--- src/hdl/tpe_pkg.sv ---
/*
 * Constants and state type for the timer/PWM event-flag block.
 * Assumes a 32-bit APB bus where each byte-wide register takes one word.
 */
package tpe_pkg;

  // ***************************************************************
  // Sizes
  // ***************************************************************
  localparam int NCH = 2;

  // ***************************************************************
  // Register byte addresses
  // ***************************************************************
  localparam logic [7:0] ADDR_SC        = 8'h00;
  localparam logic [7:0] ADDR_CNT_HI    = 8'h04;
  localparam logic [7:0] ADDR_CNT_LO    = 8'h08;
  localparam logic [7:0] ADDR_MOD_HI    = 8'h0c;
  localparam logic [7:0] ADDR_MOD_LO    = 8'h10;
  localparam int         CH_BASE        = 'h14;
  localparam int         CH_STRIDE      = 'h0c;
  localparam logic [7:0] OFF_CSC        = 8'h00;
  localparam logic [7:0] OFF_CV_HI      = 8'h04;
  localparam logic [7:0] OFF_CV_LO      = 8'h08;

  // ***************************************************************
  // Field positions
  // ***************************************************************
  localparam int SC_FLAG_BIT  = 7;
  localparam int SC_IE_BIT    = 6;
  localparam int SC_CPWM_BIT  = 5;
  localparam int SC_CLKS_LSB  = 3;
  localparam int SC_PS_LSB    = 0;
  localparam int CSC_FLAG_BIT = 7;
  localparam int CSC_IE_BIT   = 6;
  localparam int CSC_MS_LSB   = 4;
  localparam int CSC_ELS_LSB  = 2;

  // ***************************************************************
  // Counter values, reset values and edge select codes
  // ***************************************************************
  localparam logic [15:0] CNT_ZERO = 16'h0000;
  localparam logic [15:0] CNT_FREE = 16'hffff;
  localparam logic [7:0]  SC_RST   = 8'h00;
  localparam logic [7:0]  CSC_RST  = 8'h00;
  localparam logic [15:0] MOD_RST  = 16'h0000;
  localparam logic [1:0]  ELS_RISE = 2'h1;
  localparam logic [1:0]  ELS_FALL = 2'h2;
  localparam logic [1:0]  ELS_BOTH = 2'h3;

  // ***************************************************************
  // Whole state of the timer
  // ***************************************************************
  typedef struct packed {
    logic                       overflow_flag;
    logic                       overflow_arm;
    logic                       overflow_irq_enable;
    logic                       center_mode_select;
    logic [1:0]                 clock_source_select;
    logic [2:0]                 prescale;
    logic [6:0]                 pre_cnt;
    logic [15:0]                cnt;
    logic                       down;
    logic [15:0]                modulo_value;
    logic [15:0]                mod_buf;
    logic [1:0]                 mod_wr;
    logic                       cnt_rd_lat;
    logic [7:0]                 cnt_rd_buf;
    logic [NCH-1:0]             channel_event_flag;
    logic [NCH-1:0]             ch_arm;
    logic [NCH-1:0]             channel_irq_enable;
    logic [NCH-1:0][1:0]        ch_mode;
    logic [NCH-1:0][1:0]        ch_els;
    logic [NCH-1:0][15:0]       channel_value;
    logic [NCH-1:0][15:0]       cv_buf;
    logic [NCH-1:0][1:0]        cv_wr;
    logic [NCH-1:0][15:0]       duty;
    logic [NCH-1:0]             cv_rd_lat;
    logic [NCH-1:0][7:0]        cv_rd_buf;
    logic [NCH-1:0]             pin;
    logic [NCH-1:0]             pin_oe;
    logic                       irq;
    logic [31:0]                prdata;
    logic                       pready;
    logic                       pslverr;
  } tpe_state_t;

  typedef struct packed {
    logic s1;
    logic s2;
    logic s3;
    logic rise;
    logic fall;
  } tpe_sync_t;

endpackage

--- src/hdl/tpe_pin_sync.sv ---
/*
 * Two-flop pin synchroniser with registered rise and fall pulses.
 * Assumes the pin is asynchronous to clk.
 */
`timescale 1ns/1ps
module tpe_pin_sync (
  input  wire logic clk,
  input  wire logic sys_rst,
  input  wire logic pin_in,
  output logic      rise,
  output logic      fall
);

  tpe_pkg::tpe_sync_t q;
  tpe_pkg::tpe_sync_t d;

  // Shift chain; only s2 and s3 feed the edge detect
  always_comb begin
    d      = q;
    d.s1   = pin_in;
    d.s2   = q.s1;
    d.s3   = q.s2;
    d.rise = q.s2 & ~q.s3;
    d.fall = ~q.s2 & q.s3;
  end

  // State register
  always_ff @(posedge clk or posedge sys_rst) begin
    if (sys_rst) begin
      q <= '0;
    end else begin
      q <= d;
    end
  end

  assign rise = q.rise;
  assign fall = q.fall;

endmodule

--- src/hdl/tpe_timer.sv ---
/*
 * 16-bit timer/PWM with overflow and channel event flags, buffered
 * channel and modulo updates, debug-halt coherency, on an APB slave.
 * Assumes debug_halt_mode comes from logic on clk; channel pins are
 * asynchronous and pass through tpe_pin_sync.
 */
`timescale 1ns/1ps
// Behaviour
// - Up counting: overflow flag on modulo-to-zero step, or on FFFF-to-zero step when modulo is zero.
// - Center mode: overflow flag when counter turns from up to down.
// - Capture: edge select picks none, rising, falling, both; sets flag.
// - Output compare: flag on every counter match with channel value.
// - Edge PWM: flag on counter match, end of active duty.
// - Center PWM: flag on both matches per period.
// - Flag clears by read-while-set then write zero; new event wins.
// - Interrupt high while any flag and its enable are both set.
// - Counter byte write clears counter and prescaler.
// - In debug halt, counter reads give the frozen live count.
// - In debug halt, control or counter write clears counter latch.
// - Debug halt: value reads live; control write clears channel latch.
// - Capture mode ignores writes to the channel value.
// - Compare with clock on: buffer loads at next counter increment.
// - PWM with clock on: buffer loads as counter reaches top.
// - No clock source: buffer loads when second byte written.
// - Center PWM with value equal to modulo gives full duty.
// - Center PWM with value modulo minus one gives nearly full duty.
// - Center value from zero to non-zero applies next period.
// - Center value from non-zero to zero finishes current period.
// - Control write in debug halt clears modulo write latch.
module tpe_timer (
  input  wire logic                     clk,
  input  wire logic                     sys_rst,
  input  wire logic                     psel,
  input  wire logic                     penable,
  input  wire logic                     pwrite,
  input  wire logic [7:0]               paddr,
  input  wire logic [31:0]              pwdata,
  input  wire logic                     debug_halt_mode,
  input  wire logic [tpe_pkg::NCH-1:0]  ch_pin_in,
  output logic                          pready,
  output logic [31:0]                   prdata,
  output logic                          pslverr,
  output logic                          irq,
  output logic [tpe_pkg::NCH-1:0]       ch_pin_out,
  output logic [tpe_pkg::NCH-1:0]       ch_pin_oe
);

  // ***************************************************************
  // Declarations
  // ***************************************************************
  tpe_pkg::tpe_state_t         q;
  tpe_pkg::tpe_state_t         d;
  logic [tpe_pkg::NCH-1:0]     ch_rise;
  logic [tpe_pkg::NCH-1:0]     ch_fall;
  logic                        setup;
  logic                        wr;
  logic                        rd;
  logic                        hit;
  logic [7:0]                  wb;
  logic [7:0]                  rbyte;
  logic                        halt;
  logic                        tick;
  logic [6:0]                  pre_last;
  logic [15:0]                 top;
  logic [15:0]                 nxt;
  logic                        wrap;
  logic                        turn;
  logic                        ev_tof;
  logic [tpe_pkg::NCH-1:0]     ev_ch;
  logic [7:0]                  chb;
  logic                        ic;
  logic                        oc;
  logic                        epwm;
  logic                        active;

  // ***************************************************************
  // Pin synchronisers
  // ***************************************************************
  genvar g;
  generate
    for (g = 0; g < tpe_pkg::NCH; g++) begin : g_sync
      tpe_pin_sync u_sync (
        .clk     (clk),
        .sys_rst (sys_rst),
        .pin_in  (ch_pin_in[g]),
        .rise    (ch_rise[g]),
        .fall    (ch_fall[g])
      );
    end
  endgenerate

  // ***************************************************************
  // Next state
  // ***************************************************************
  always_comb begin
    d        = q;
    halt     = debug_halt_mode;
    setup    = psel & ~penable;
    wr       = psel & penable & q.pready & pwrite;
    rd       = setup & ~pwrite;
    wb       = pwdata[7:0];
    hit      = 1'b0;
    rbyte    = 8'h00;
    ev_tof   = 1'b0;
    ev_ch    = '0;
    chb      = 8'h00;
    ic       = 1'b0;
    oc       = 1'b0;
    epwm     = 1'b0;
    active   = 1'b0;
    wrap     = 1'b0;
    turn     = 1'b0;

    // Prescaler and counter step
    pre_last = 7'((8'h01 << q.prescale) - 8'h01);
    tick     = (q.clock_source_select != 2'h0) && !halt
               && (q.pre_cnt == pre_last);
    top      = (q.modulo_value == tpe_pkg::CNT_ZERO) ?
               tpe_pkg::CNT_FREE : q.modulo_value;
    if (q.center_mode_select) begin
      if (!q.down) begin
        turn = (q.cnt >= q.modulo_value);
        nxt  = turn ? q.cnt - 16'h0001 : q.cnt + 16'h0001;
      end else begin
        nxt  = (q.cnt == tpe_pkg::CNT_ZERO) ?
               q.cnt + 16'h0001 : q.cnt - 16'h0001;
      end
    end else begin
      wrap = (q.cnt == top);
      nxt  = wrap ? tpe_pkg::CNT_ZERO : q.cnt + 16'h0001;
    end
    if (tick) begin
      d.pre_cnt = 7'h00;
      d.cnt     = nxt;
      ev_tof    = wrap | turn;
      if (turn) begin
        d.down = 1'b1;
      end else if (q.down && q.cnt == tpe_pkg::CNT_ZERO) begin
        d.down = 1'b0;
      end
    end else if (q.clock_source_select != 2'h0 && !halt) begin
      d.pre_cnt = q.pre_cnt + 7'h01;
    end

    // Buffered modulo load once both bytes are in
    if (q.mod_wr == 2'h3 && (q.clock_source_select == 2'h0
        || (tick && (wrap | turn)))) begin
      d.modulo_value = q.mod_buf;
      d.mod_wr       = 2'h0;
    end

    // Per-channel modes, events, loads and pin drive
    for (int i = 0; i < tpe_pkg::NCH; i++) begin
      ic   = !q.center_mode_select && q.ch_mode[i] == 2'h0;
      oc   = !q.center_mode_select && q.ch_mode[i] == 2'h1;
      epwm = !q.center_mode_select && q.ch_mode[i][1];
      if (ic) begin
        ev_ch[i] = (q.ch_els[i][0] & ch_rise[i])
                 | (q.ch_els[i][1] & ch_fall[i]);
        if (ev_ch[i]) begin
          d.channel_value[i] = q.cnt;
        end
      end else begin
        ev_ch[i] = tick && nxt == q.channel_value[i];
      end
      // Channel value buffer transfer
      if (q.cv_wr[i] == 2'h3 && !ic) begin
        if (q.clock_source_select == 2'h0
            || (oc && tick)
            || (!oc && tick && !q.down && nxt == top)) begin
          d.channel_value[i] = q.cv_buf[i];
          d.cv_wr[i]         = 2'h0;
        end
      end
      // Center duty is taken only at the period boundary
      if (tick && turn) begin
        d.duty[i] = q.channel_value[i];
      end
      if (oc) begin
        if (ev_ch[i]) begin
          case (q.ch_els[i])
            tpe_pkg::ELS_RISE: d.pin[i] = ~q.pin[i];
            tpe_pkg::ELS_FALL: d.pin[i] = 1'b0;
            tpe_pkg::ELS_BOTH: d.pin[i] = 1'b1;
            default:           d.pin[i] = q.pin[i];
          endcase
        end
      end else if (epwm) begin
        active   = q.cnt < q.channel_value[i];
        d.pin[i] = active ^ q.ch_els[i][0];
      end else if (q.center_mode_select) begin
        active   = (q.duty[i] != tpe_pkg::CNT_ZERO) && !q.duty[i][15]
                 && ((q.duty[i] >= q.modulo_value)
                     || (q.cnt < q.duty[i]));
        d.pin[i] = active ^ q.ch_els[i][0];
      end
      d.pin_oe[i] = (q.ch_els[i] != 2'h0) && !ic;
    end

    // APB handshake, one access cycle per transfer
    d.pready = setup;

    // Timer control and counter
    if (paddr == tpe_pkg::ADDR_SC) begin
      hit   = 1'b1;
      rbyte = {q.overflow_flag, q.overflow_irq_enable,
               q.center_mode_select, q.clock_source_select, q.prescale};
      if (rd && q.overflow_flag) begin
        d.overflow_arm = 1'b1;
      end
      if (wr) begin
        d.overflow_irq_enable = wb[tpe_pkg::SC_IE_BIT];
        d.center_mode_select  = wb[tpe_pkg::SC_CPWM_BIT];
        d.clock_source_select = wb[tpe_pkg::SC_CLKS_LSB +: 2];
        d.prescale            = wb[tpe_pkg::SC_PS_LSB +: 3];
        d.mod_wr              = 2'h0;
        if (!wb[tpe_pkg::SC_FLAG_BIT] && q.overflow_arm) begin
          d.overflow_flag = 1'b0;
          d.overflow_arm  = 1'b0;
        end
        if (halt) begin
          d.cnt_rd_lat = 1'b0;
        end
      end
    end
    if (paddr == tpe_pkg::ADDR_CNT_HI || paddr == tpe_pkg::ADDR_CNT_LO) begin
      hit = 1'b1;
      if (paddr == tpe_pkg::ADDR_CNT_HI) begin
        rbyte = q.cnt[15:8];
        if (rd && !halt) begin
          d.cnt_rd_buf = q.cnt[7:0];
          d.cnt_rd_lat = 1'b1;
        end
      end else begin
        rbyte = (q.cnt_rd_lat && !halt) ? q.cnt_rd_buf : q.cnt[7:0];
        if (rd && !halt) begin
          d.cnt_rd_lat = 1'b0;
        end
      end
      if (wr) begin
        d.cnt     = tpe_pkg::CNT_ZERO;
        d.pre_cnt = 7'h00;
        d.down    = 1'b0;
        if (halt) begin
          d.cnt_rd_lat = 1'b0;
        end
      end
    end
    if (paddr == tpe_pkg::ADDR_MOD_HI) begin
      hit   = 1'b1;
      rbyte = q.modulo_value[15:8];
      if (wr) begin
        d.mod_buf[15:8] = wb;
        d.mod_wr[1]     = 1'b1;
      end
    end
    if (paddr == tpe_pkg::ADDR_MOD_LO) begin
      hit   = 1'b1;
      rbyte = q.modulo_value[7:0];
      if (wr) begin
        d.mod_buf[7:0] = wb;
        d.mod_wr[0]    = 1'b1;
      end
    end

    // Channel registers
    for (int i = 0; i < tpe_pkg::NCH; i++) begin
      chb = 8'(tpe_pkg::CH_BASE + i * tpe_pkg::CH_STRIDE);
      ic  = !q.center_mode_select && q.ch_mode[i] == 2'h0;
      if (paddr == chb + tpe_pkg::OFF_CSC) begin
        hit   = 1'b1;
        rbyte = {q.channel_event_flag[i], q.channel_irq_enable[i],
                 q.ch_mode[i], q.ch_els[i], 2'h0};
        if (rd && q.channel_event_flag[i]) begin
          d.ch_arm[i] = 1'b1;
        end
        if (wr) begin
          d.channel_irq_enable[i] = wb[tpe_pkg::CSC_IE_BIT];
          d.ch_mode[i]            = wb[tpe_pkg::CSC_MS_LSB +: 2];
          d.ch_els[i]             = wb[tpe_pkg::CSC_ELS_LSB +: 2];
          d.cv_wr[i]              = 2'h0;
          if (!wb[tpe_pkg::CSC_FLAG_BIT] && q.ch_arm[i]) begin
            d.channel_event_flag[i] = 1'b0;
            d.ch_arm[i]             = 1'b0;
          end
          if (halt) begin
            d.cv_rd_lat[i] = 1'b0;
          end
        end
      end
      if (paddr == chb + tpe_pkg::OFF_CV_HI) begin
        hit   = 1'b1;
        rbyte = q.channel_value[i][15:8];
        if (rd && !halt) begin
          d.cv_rd_buf[i] = q.channel_value[i][7:0];
          d.cv_rd_lat[i] = 1'b1;
        end
        if (wr && !ic) begin
          d.cv_buf[i][15:8] = wb;
          d.cv_wr[i][1]     = 1'b1;
        end
      end
      if (paddr == chb + tpe_pkg::OFF_CV_LO) begin
        hit   = 1'b1;
        rbyte = (q.cv_rd_lat[i] && !halt) ? q.cv_rd_buf[i]
                                          : q.channel_value[i][7:0];
        if (rd && !halt) begin
          d.cv_rd_lat[i] = 1'b0;
        end
        if (wr && !ic) begin
          d.cv_buf[i][7:0] = wb;
          d.cv_wr[i][0]    = 1'b1;
        end
      end
    end
    // Error flag stands only in the access cycle
    d.pslverr = setup & ~hit;
    if (setup) begin
      d.prdata  = {24'h000000, rbyte};
    end

    // Events win over a clear in the same cycle
    if (ev_tof) begin
      d.overflow_flag = 1'b1;
      d.overflow_arm  = 1'b0;
    end
    for (int i = 0; i < tpe_pkg::NCH; i++) begin
      if (ev_ch[i]) begin
        d.channel_event_flag[i] = 1'b1;
        d.ch_arm[i]             = 1'b0;
      end
    end
    d.irq = (d.overflow_flag & d.overflow_irq_enable)
          | |(d.channel_event_flag & d.channel_irq_enable);
  end

  // ***************************************************************
  // State register
  // ***************************************************************
  always_ff @(posedge clk or posedge sys_rst) begin
    if (sys_rst) begin
      q <= '0;
    end else begin
      q <= d;
    end
  end

  // Outputs straight from the state register
  assign pready     = q.pready;
  assign prdata     = q.prdata;
  assign pslverr    = q.pslverr;
  assign irq        = q.irq;
  assign ch_pin_out = q.pin;
  assign ch_pin_oe  = q.pin_oe;

endmodule
--- config.mk ---
export PLATFORM = sky130hd
export DESIGN_NAME = tpe_timer
export DESIGN_NICKNAME = d
export VERILOG_FILES = /design/src/hdl/tpe_pkg.sv /design/src/hdl/tpe_pin_sync.sv /design/src/hdl/tpe_timer.sv
export SDC_FILE = /design/constraint.sdc
export NUM_CORES = 1
export LEC_CHECK = 0
export ABC_AREA = 0
export ABC_CLOCK_PERIOD_IN_PS = 9820
export BUFFER_PORTS_ARGS = -buffer_cell sky130_fd_sc_hd__buf_4
export CORE_MARGIN = 8
export CORE_UTILIZATION = 30
export CTS_BUF_LIST = sky130_fd_sc_hd__clkbuf_16
export DETAILED_ROUTE_END_ITERATION = 6
export GPL_ROUTABILITY_DRIVEN = 0
export HOLD_SLACK_MARGIN = 0.1
export PLACE_DENSITY = 0.54
export SYNTH_ARGS = -nofsm -noshare
export SYNTH_HDL_FRONTEND = slang
export SYNTH_SLANG_ARGS = --single-unit
export TNS_END_PERCENT = 50
--- constraint.sdc ---
create_clock -name clk -period 9.82 [get_ports clk]
set_input_delay 0.491 -clock clk [delete_from_list [all_inputs] [get_ports clk]]
set_output_delay 0.491 -clock clk [all_outputs]
set_load 0.01 [all_outputs]
## After elaboration in Yosys (flattened, before gate mapping)

Index checks and enable logic that the tools add are counted.
Widths: inputs -> output; s select.

| operators by class | value |
|---|---|
| $add $sub $neg | 4 |
| magnitude comparators | 7 |
| eq/ne operators | 30 |
| shifts and indexed selects | 1 |
| multiplexer cells | 133 |
| bitwise logic cells | 33 |
| reduce and logical (&&, ||, !) cells | 91 |

Operators with widths:

| cell | count |
|---|---|
| $mux 16 | 14 |
| $mux 8 | 15 |
| $mux 1 | 80 |
| $eq 16x16->1 | 4 |
| $lt 16x16->1 | 4 |
| $ge 16x16->1 | 3 |
| $mux 24 | 2 |
| $logic_and 1x1->1 | 42 |
| $mux 9 | 4 |
| $eq 8x5->1 const B | 4 |
| $logic_not 16->1 | 2 |
| $reduce_bool 16->1 | 2 |
| $eq 8x6->1 const B | 3 |
| $mux 2 | 11 |
| $reduce_and 2->1 | 11 |
| $mux 17 | 1 |
| $add 16x1->16 const B | 1 |
| $eq 8x4->1 const B | 2 |
| $sub 16x1->16 const B | 1 |
| $and 1x1->1 | 15 |
| $eq 2x2->1 const B | 7 |
| $mux 7 | 2 |
| $reduce_bool 2->1 | 6 |
| $logic_not 1->1 | 10 |
| 20 further kinds | 53 |

| storage, ports and cells | value |
|---|---|
| bits in registers | 233 |
| output and inout bits | 39 |
| logic and storage cells | 352 |

## Longest topological paths before layout

| depth | value |
|---|---|
| depth in word-level cells | 16 |
| gate-level depth with buffers | 18 |
| mapped depth without buffers | 14 |

## Modules after synthesis

Synthesis repeated with hierarchy kept, for this count alone.

| unflattened totals | value |
|---|---|
| cells, all modules | 1,699 |
| area total of the unflattened synthesis | 15,671.3 µm² |

By module, submodules not included:

| module | instances | cells an instance | area an instance (µm²) | seq. area each (µm²) |
|---|---|---|---|---|
| tpe_timer | 1 | 1,683 | 15,383.5 | 5,580.4 |
| tpe_pin_sync | 2 | 8 | 143.9 | 125.1 |

## Least setup slack after synthesis

No wires, ideal clock.

| timing path | value |
|---|---|
| path type | register -> register |
| start point | register q[216] in the netlist's numbering |
| end point | register q[132] in the netlist's numbering |
| setup time | 0.125 ns |
| data arrival time | 4.580 ns |
| required time | 9.695 ns |
| slack | 5.115 ns |
| cell stages (with the launch flop) | 17 |
| path buffers | 2 |
| clock period less this slack | 4.705 ns |
| cells stage by stage | dfrtp_1 > clkbuf_1 > inv_1 > ha_1 > or4b_4 > or3_1 > nor3_2 > a31o_2 > mux2i_1 > nor2_1 > a2111oi_0 > o221ai_1 > a211oi_1 > o2111ai_1 > o41ai_4 > buf_6 > mux2_4 |

RTL lines:

| what | line | text |
|---|---|---|
| from (decl) | tpe_timer.sv:51 | `tpe_pkg::tpe_state_t q;` |
| from (signal assigned) | tpe_timer.sv:342 | `q <= '0;` |
| from (signal assigned) | tpe_timer.sv:344 | `q <= d;` |

==> flow_summary.json <==
{
  "synth_edf_count": 0,
  "cp.required_ns": 10.25,
  "grt-ovfl-total": 0,
  "max_freq_mhz": 148,
  "clock_path_buffers": 3,
  "critPathKind": "reg -> reg",
  "path_max_fanout": 18,
  "drv_cap": 0,
  "status": "complete, no violations",
  "start_util_pct": 30.1,
  "vias_per_cell": 5.74,
  "design_area_um2": 17400,
  "final_nets": 1904,
  "die_h_um": 245,
  "fin_crit_sh_pct": 68.8,
  "syn_area_um2": 15700,
  "drcViolationCount": 0,
  "arrival_ns": 7.19,
  "seq_area_frac_synth_pct": 37.1,
  "synth-seq-cells": 233,
  "cp-start-kind": "flop",
  "yosys.area.top_type_share_pct": 37.1,
  "worst_clock_skew_ns": 0.0202,
  "syn_area_per_cell_um2": 9.08,
  "synth_area_leaders": "dfrtp_1 (37%), ha_1 (8.8%), mux2_2 (8.1%)",
  "p_per_area_nw_per_um2": 122,
  "placed_area_um2": 16600,
  "hpwlAfterDp_um": 42100,
  "cts_resized": 0,
  "relSlewSlack_pct": 23.9,
  "reg2reg_slack_ns": 3.06,
  "setup_tns_ns": 0,
  "report.final.setup_viol": 0,
  "die_x_um": 245,
  "fin_crit_ns": 6.76,
  "max_slew.worst_pin.slew_ns": 1.13,
  "core_um2": 52200,
  "cts-root-buf": "clkbuf_16",
  "antenna_found_initial": 2,
  "ant_nets": 0,
  "ys_types": 84,
  "timing.rr.end": "q[144]",
  "first_global_vias": 13700,
  "drive_above_1_share_pct": 14.4,
  "drv_slew": 0,
  "ff2ff_path_depth": 14,
  "synth_async_sr_flop_share_pct": 100,
  "drtIter0Drc": 1753,
  "fp.dieArea_um2": 60000,
  "path_clk_slew_ns": 0.06,
  "grt_max_degree": 83,
  "synth_top_area_cell": "dfrtp_1",
  "cts_buffers": 27,
  "rsz0062_at_grt": "no",
  "grt_pass1_wl_um": 88300,
  "critPathLaunch": "q[212]",
  "rows": 84,
  "hold_buffers": 3,
  "routed_wl_um": 58700,
  "cts_tree": "built",
  "worstHoldPathType": "in -> reg",
  "wl_per_cell_um": 24.0,
  "dr_total_vias": 14100,
  "cts_sinks": 233,
  "ys.flop_type": "dfrtp_1",
  "leakagePower_nw": 7.75,
  "endpoint": "q[144]",
  "ioPinCount": 87,
  "areaGrowthSynthToFinish_pct": 10.7,
  "hold_violations": 0,
  "io_buffers": 38,
  "first_pass_iters": 6,
  "track_usage_pct": 19.1,
  "timing.rr.start": "q[212]",
  "clk_latency_ns": 0.55,
  "synth_cells": 1732,
  "htree_levels": 1,
  "postCtsSetupRepairBufs": 0,
  "endpoint_kind": "flop",
  "max-vdd-ir-drop_uv": 100,
  "ys_warn_count": 0,
  "fillCellCount": 5372
}
-- area by class of cell --
type                       instances  area [um2]  area share [%]
inverter                         100         383            2.20
timing repair buffer              75         571            3.28
clock buffer                      27         676            3.88
multi-input combinational       1308        9000            51.7
tap                              688         861            4.95
sequential                       233        5830            33.5
antenna                            1        2.50          0.0144
clock inverter                    16        75.1           0.432
-- cells in the mapped netlist (11+ instances only) --
cell      number
dfrtp_1      233
nand2_1      193
o21ai_0      146
mux2_2       113
nor2_1       112
ha_1         111
inv_1         97
a21oi_1       91
clkbuf_1      59
xnor2_1       43
nand3_1       42
nand4_1       39
buf_4         37
nor3_1        36
a21o_1        29
nor4_1        21
o22ai_1       20
mux2i_1       19
a31oi_1       18
a211oi_1      16
o211ai_1      16
nor2b_1       14
a221oi_1      13
and2_1        13
xor2_1        12
nand2b_1      11
-- worst max-delay path, cell delays in order, from the launching register on --
cell and delay [ns]:
dfrtp_1 0.63, inv_1 0.37, ha_1 0.41, nand4_1 0.15
nor4_1 0.43, o2bb2ai_1 0.21, o31a_1 0.76, mux2i_1 0.53
xor2_1 0.24, nor2_1 0.61, nor3b_1 0.11, o32a_1 0.36
or3_4 0.49, o31ai_4 0.90, mux2_2 0.43
-- per-stage QoR --
step / total power [mW] / hold WS, ns / worst slack [ns] / util, % / instances
final: 2.13 / 0.220 / 3.06 / 33.3 / 2448
after detailed placement: 1.24 / 0.346 / 3.46 / 31.8 / 2401
after global routing: 2.20 / 0.217 / 2.87 / 33.3 / 2447
after CTS: 2.13 / 0.203 / 3.45 / 33.3 / 2447
after global placement: 1.24 / 0.335 / 3.54 / 31.8 / 2401
after floorplan: 1.17 / 0.331 / 2.94 / - / 1755
-- sequential cells by signal, indices dropped and copies added, names as in the netlist --
| signal | count |
|---|---|
| pready | 1 |
| g_sync.u_sync.fall | 2 |
| g_sync.u_sync.q | 2 |
| g_sync.u_sync.rise | 2 |
| q | 208 |
| prdata | 8 |
| irq | 1 |
| pslverr | 1 |
| ch_pin_oe | 2 |
| ch_pin_out | 2 |
| g_sync.u_sync.d | 4 |
-- power breakdown --
group / internal [mW] / switching [mW] / total, mW
sequential: 0.970 / 0.00831 / 0.979
combinational: 0.0846 / 0.167 / 0.252
clock: 0.492 / 0.404 / 0.896
-- cell families after synthesis --
logic type | share of synthesized area, %
other | 0.0239
AND/OR/NAND/NOR | 16.4
multiplexers | 10.3
XOR/XNOR | 3.06
AO/OA/AOI/OAI | 18.0
adder cells (fa/ha/maj) | 8.84
flip-flops | 37.1
buffers and inverters | 6.27
-- metal layers --
layer	share of wire, %	vias to the layer above	global-route usage (%)
met4	4.9	0	8.24
met3	9.0	192	3.66
met5	0	-	0
li1	-	6272	-
met2	43	755	29.2
met1	43	6844	26.0
-- cells in the final DEF, fill, tap and decap left out, drive strengths merged, types with 8 or more instances in the layout --
cell    instances
a21oi          91
o22ai          20
ha            111
nor4           21
a31oi          19
conb           24
o211ai         16
inv           109
nand2         194
xor2           12
a221oi         13
buf            72
nor2b          14
dfrtp         233
o21ai         147
a22oi          10
nand3          42
mux2i          21
nand2b         11
xnor2          43
a21o           29
a211oi         16
mux2          121
and2           13
nand4          39
clkbuf         27
nor3           37
or3            10
nor2          112
or4             8
-- worst min path at each step --
stage                     startpoint                     to  cells past startpoint
3_5_place_dp   g_sync[0].u_sync.d[3]  g_sync[0].u_sync.d[2]                      0
2_1_floorplan  g_sync[0].u_sync.d[3]  g_sync[0].u_sync.d[2]                      0
6_report             debug_halt_mode                 q[179]                      2
3_3_place_gp   g_sync[0].u_sync.d[3]  g_sync[0].u_sync.d[2]                      0
5_1_grt              debug_halt_mode                 q[179]                      2
4_1_cts              debug_halt_mode                 q[179]                      2
Power figures use the tool's default switching activity.
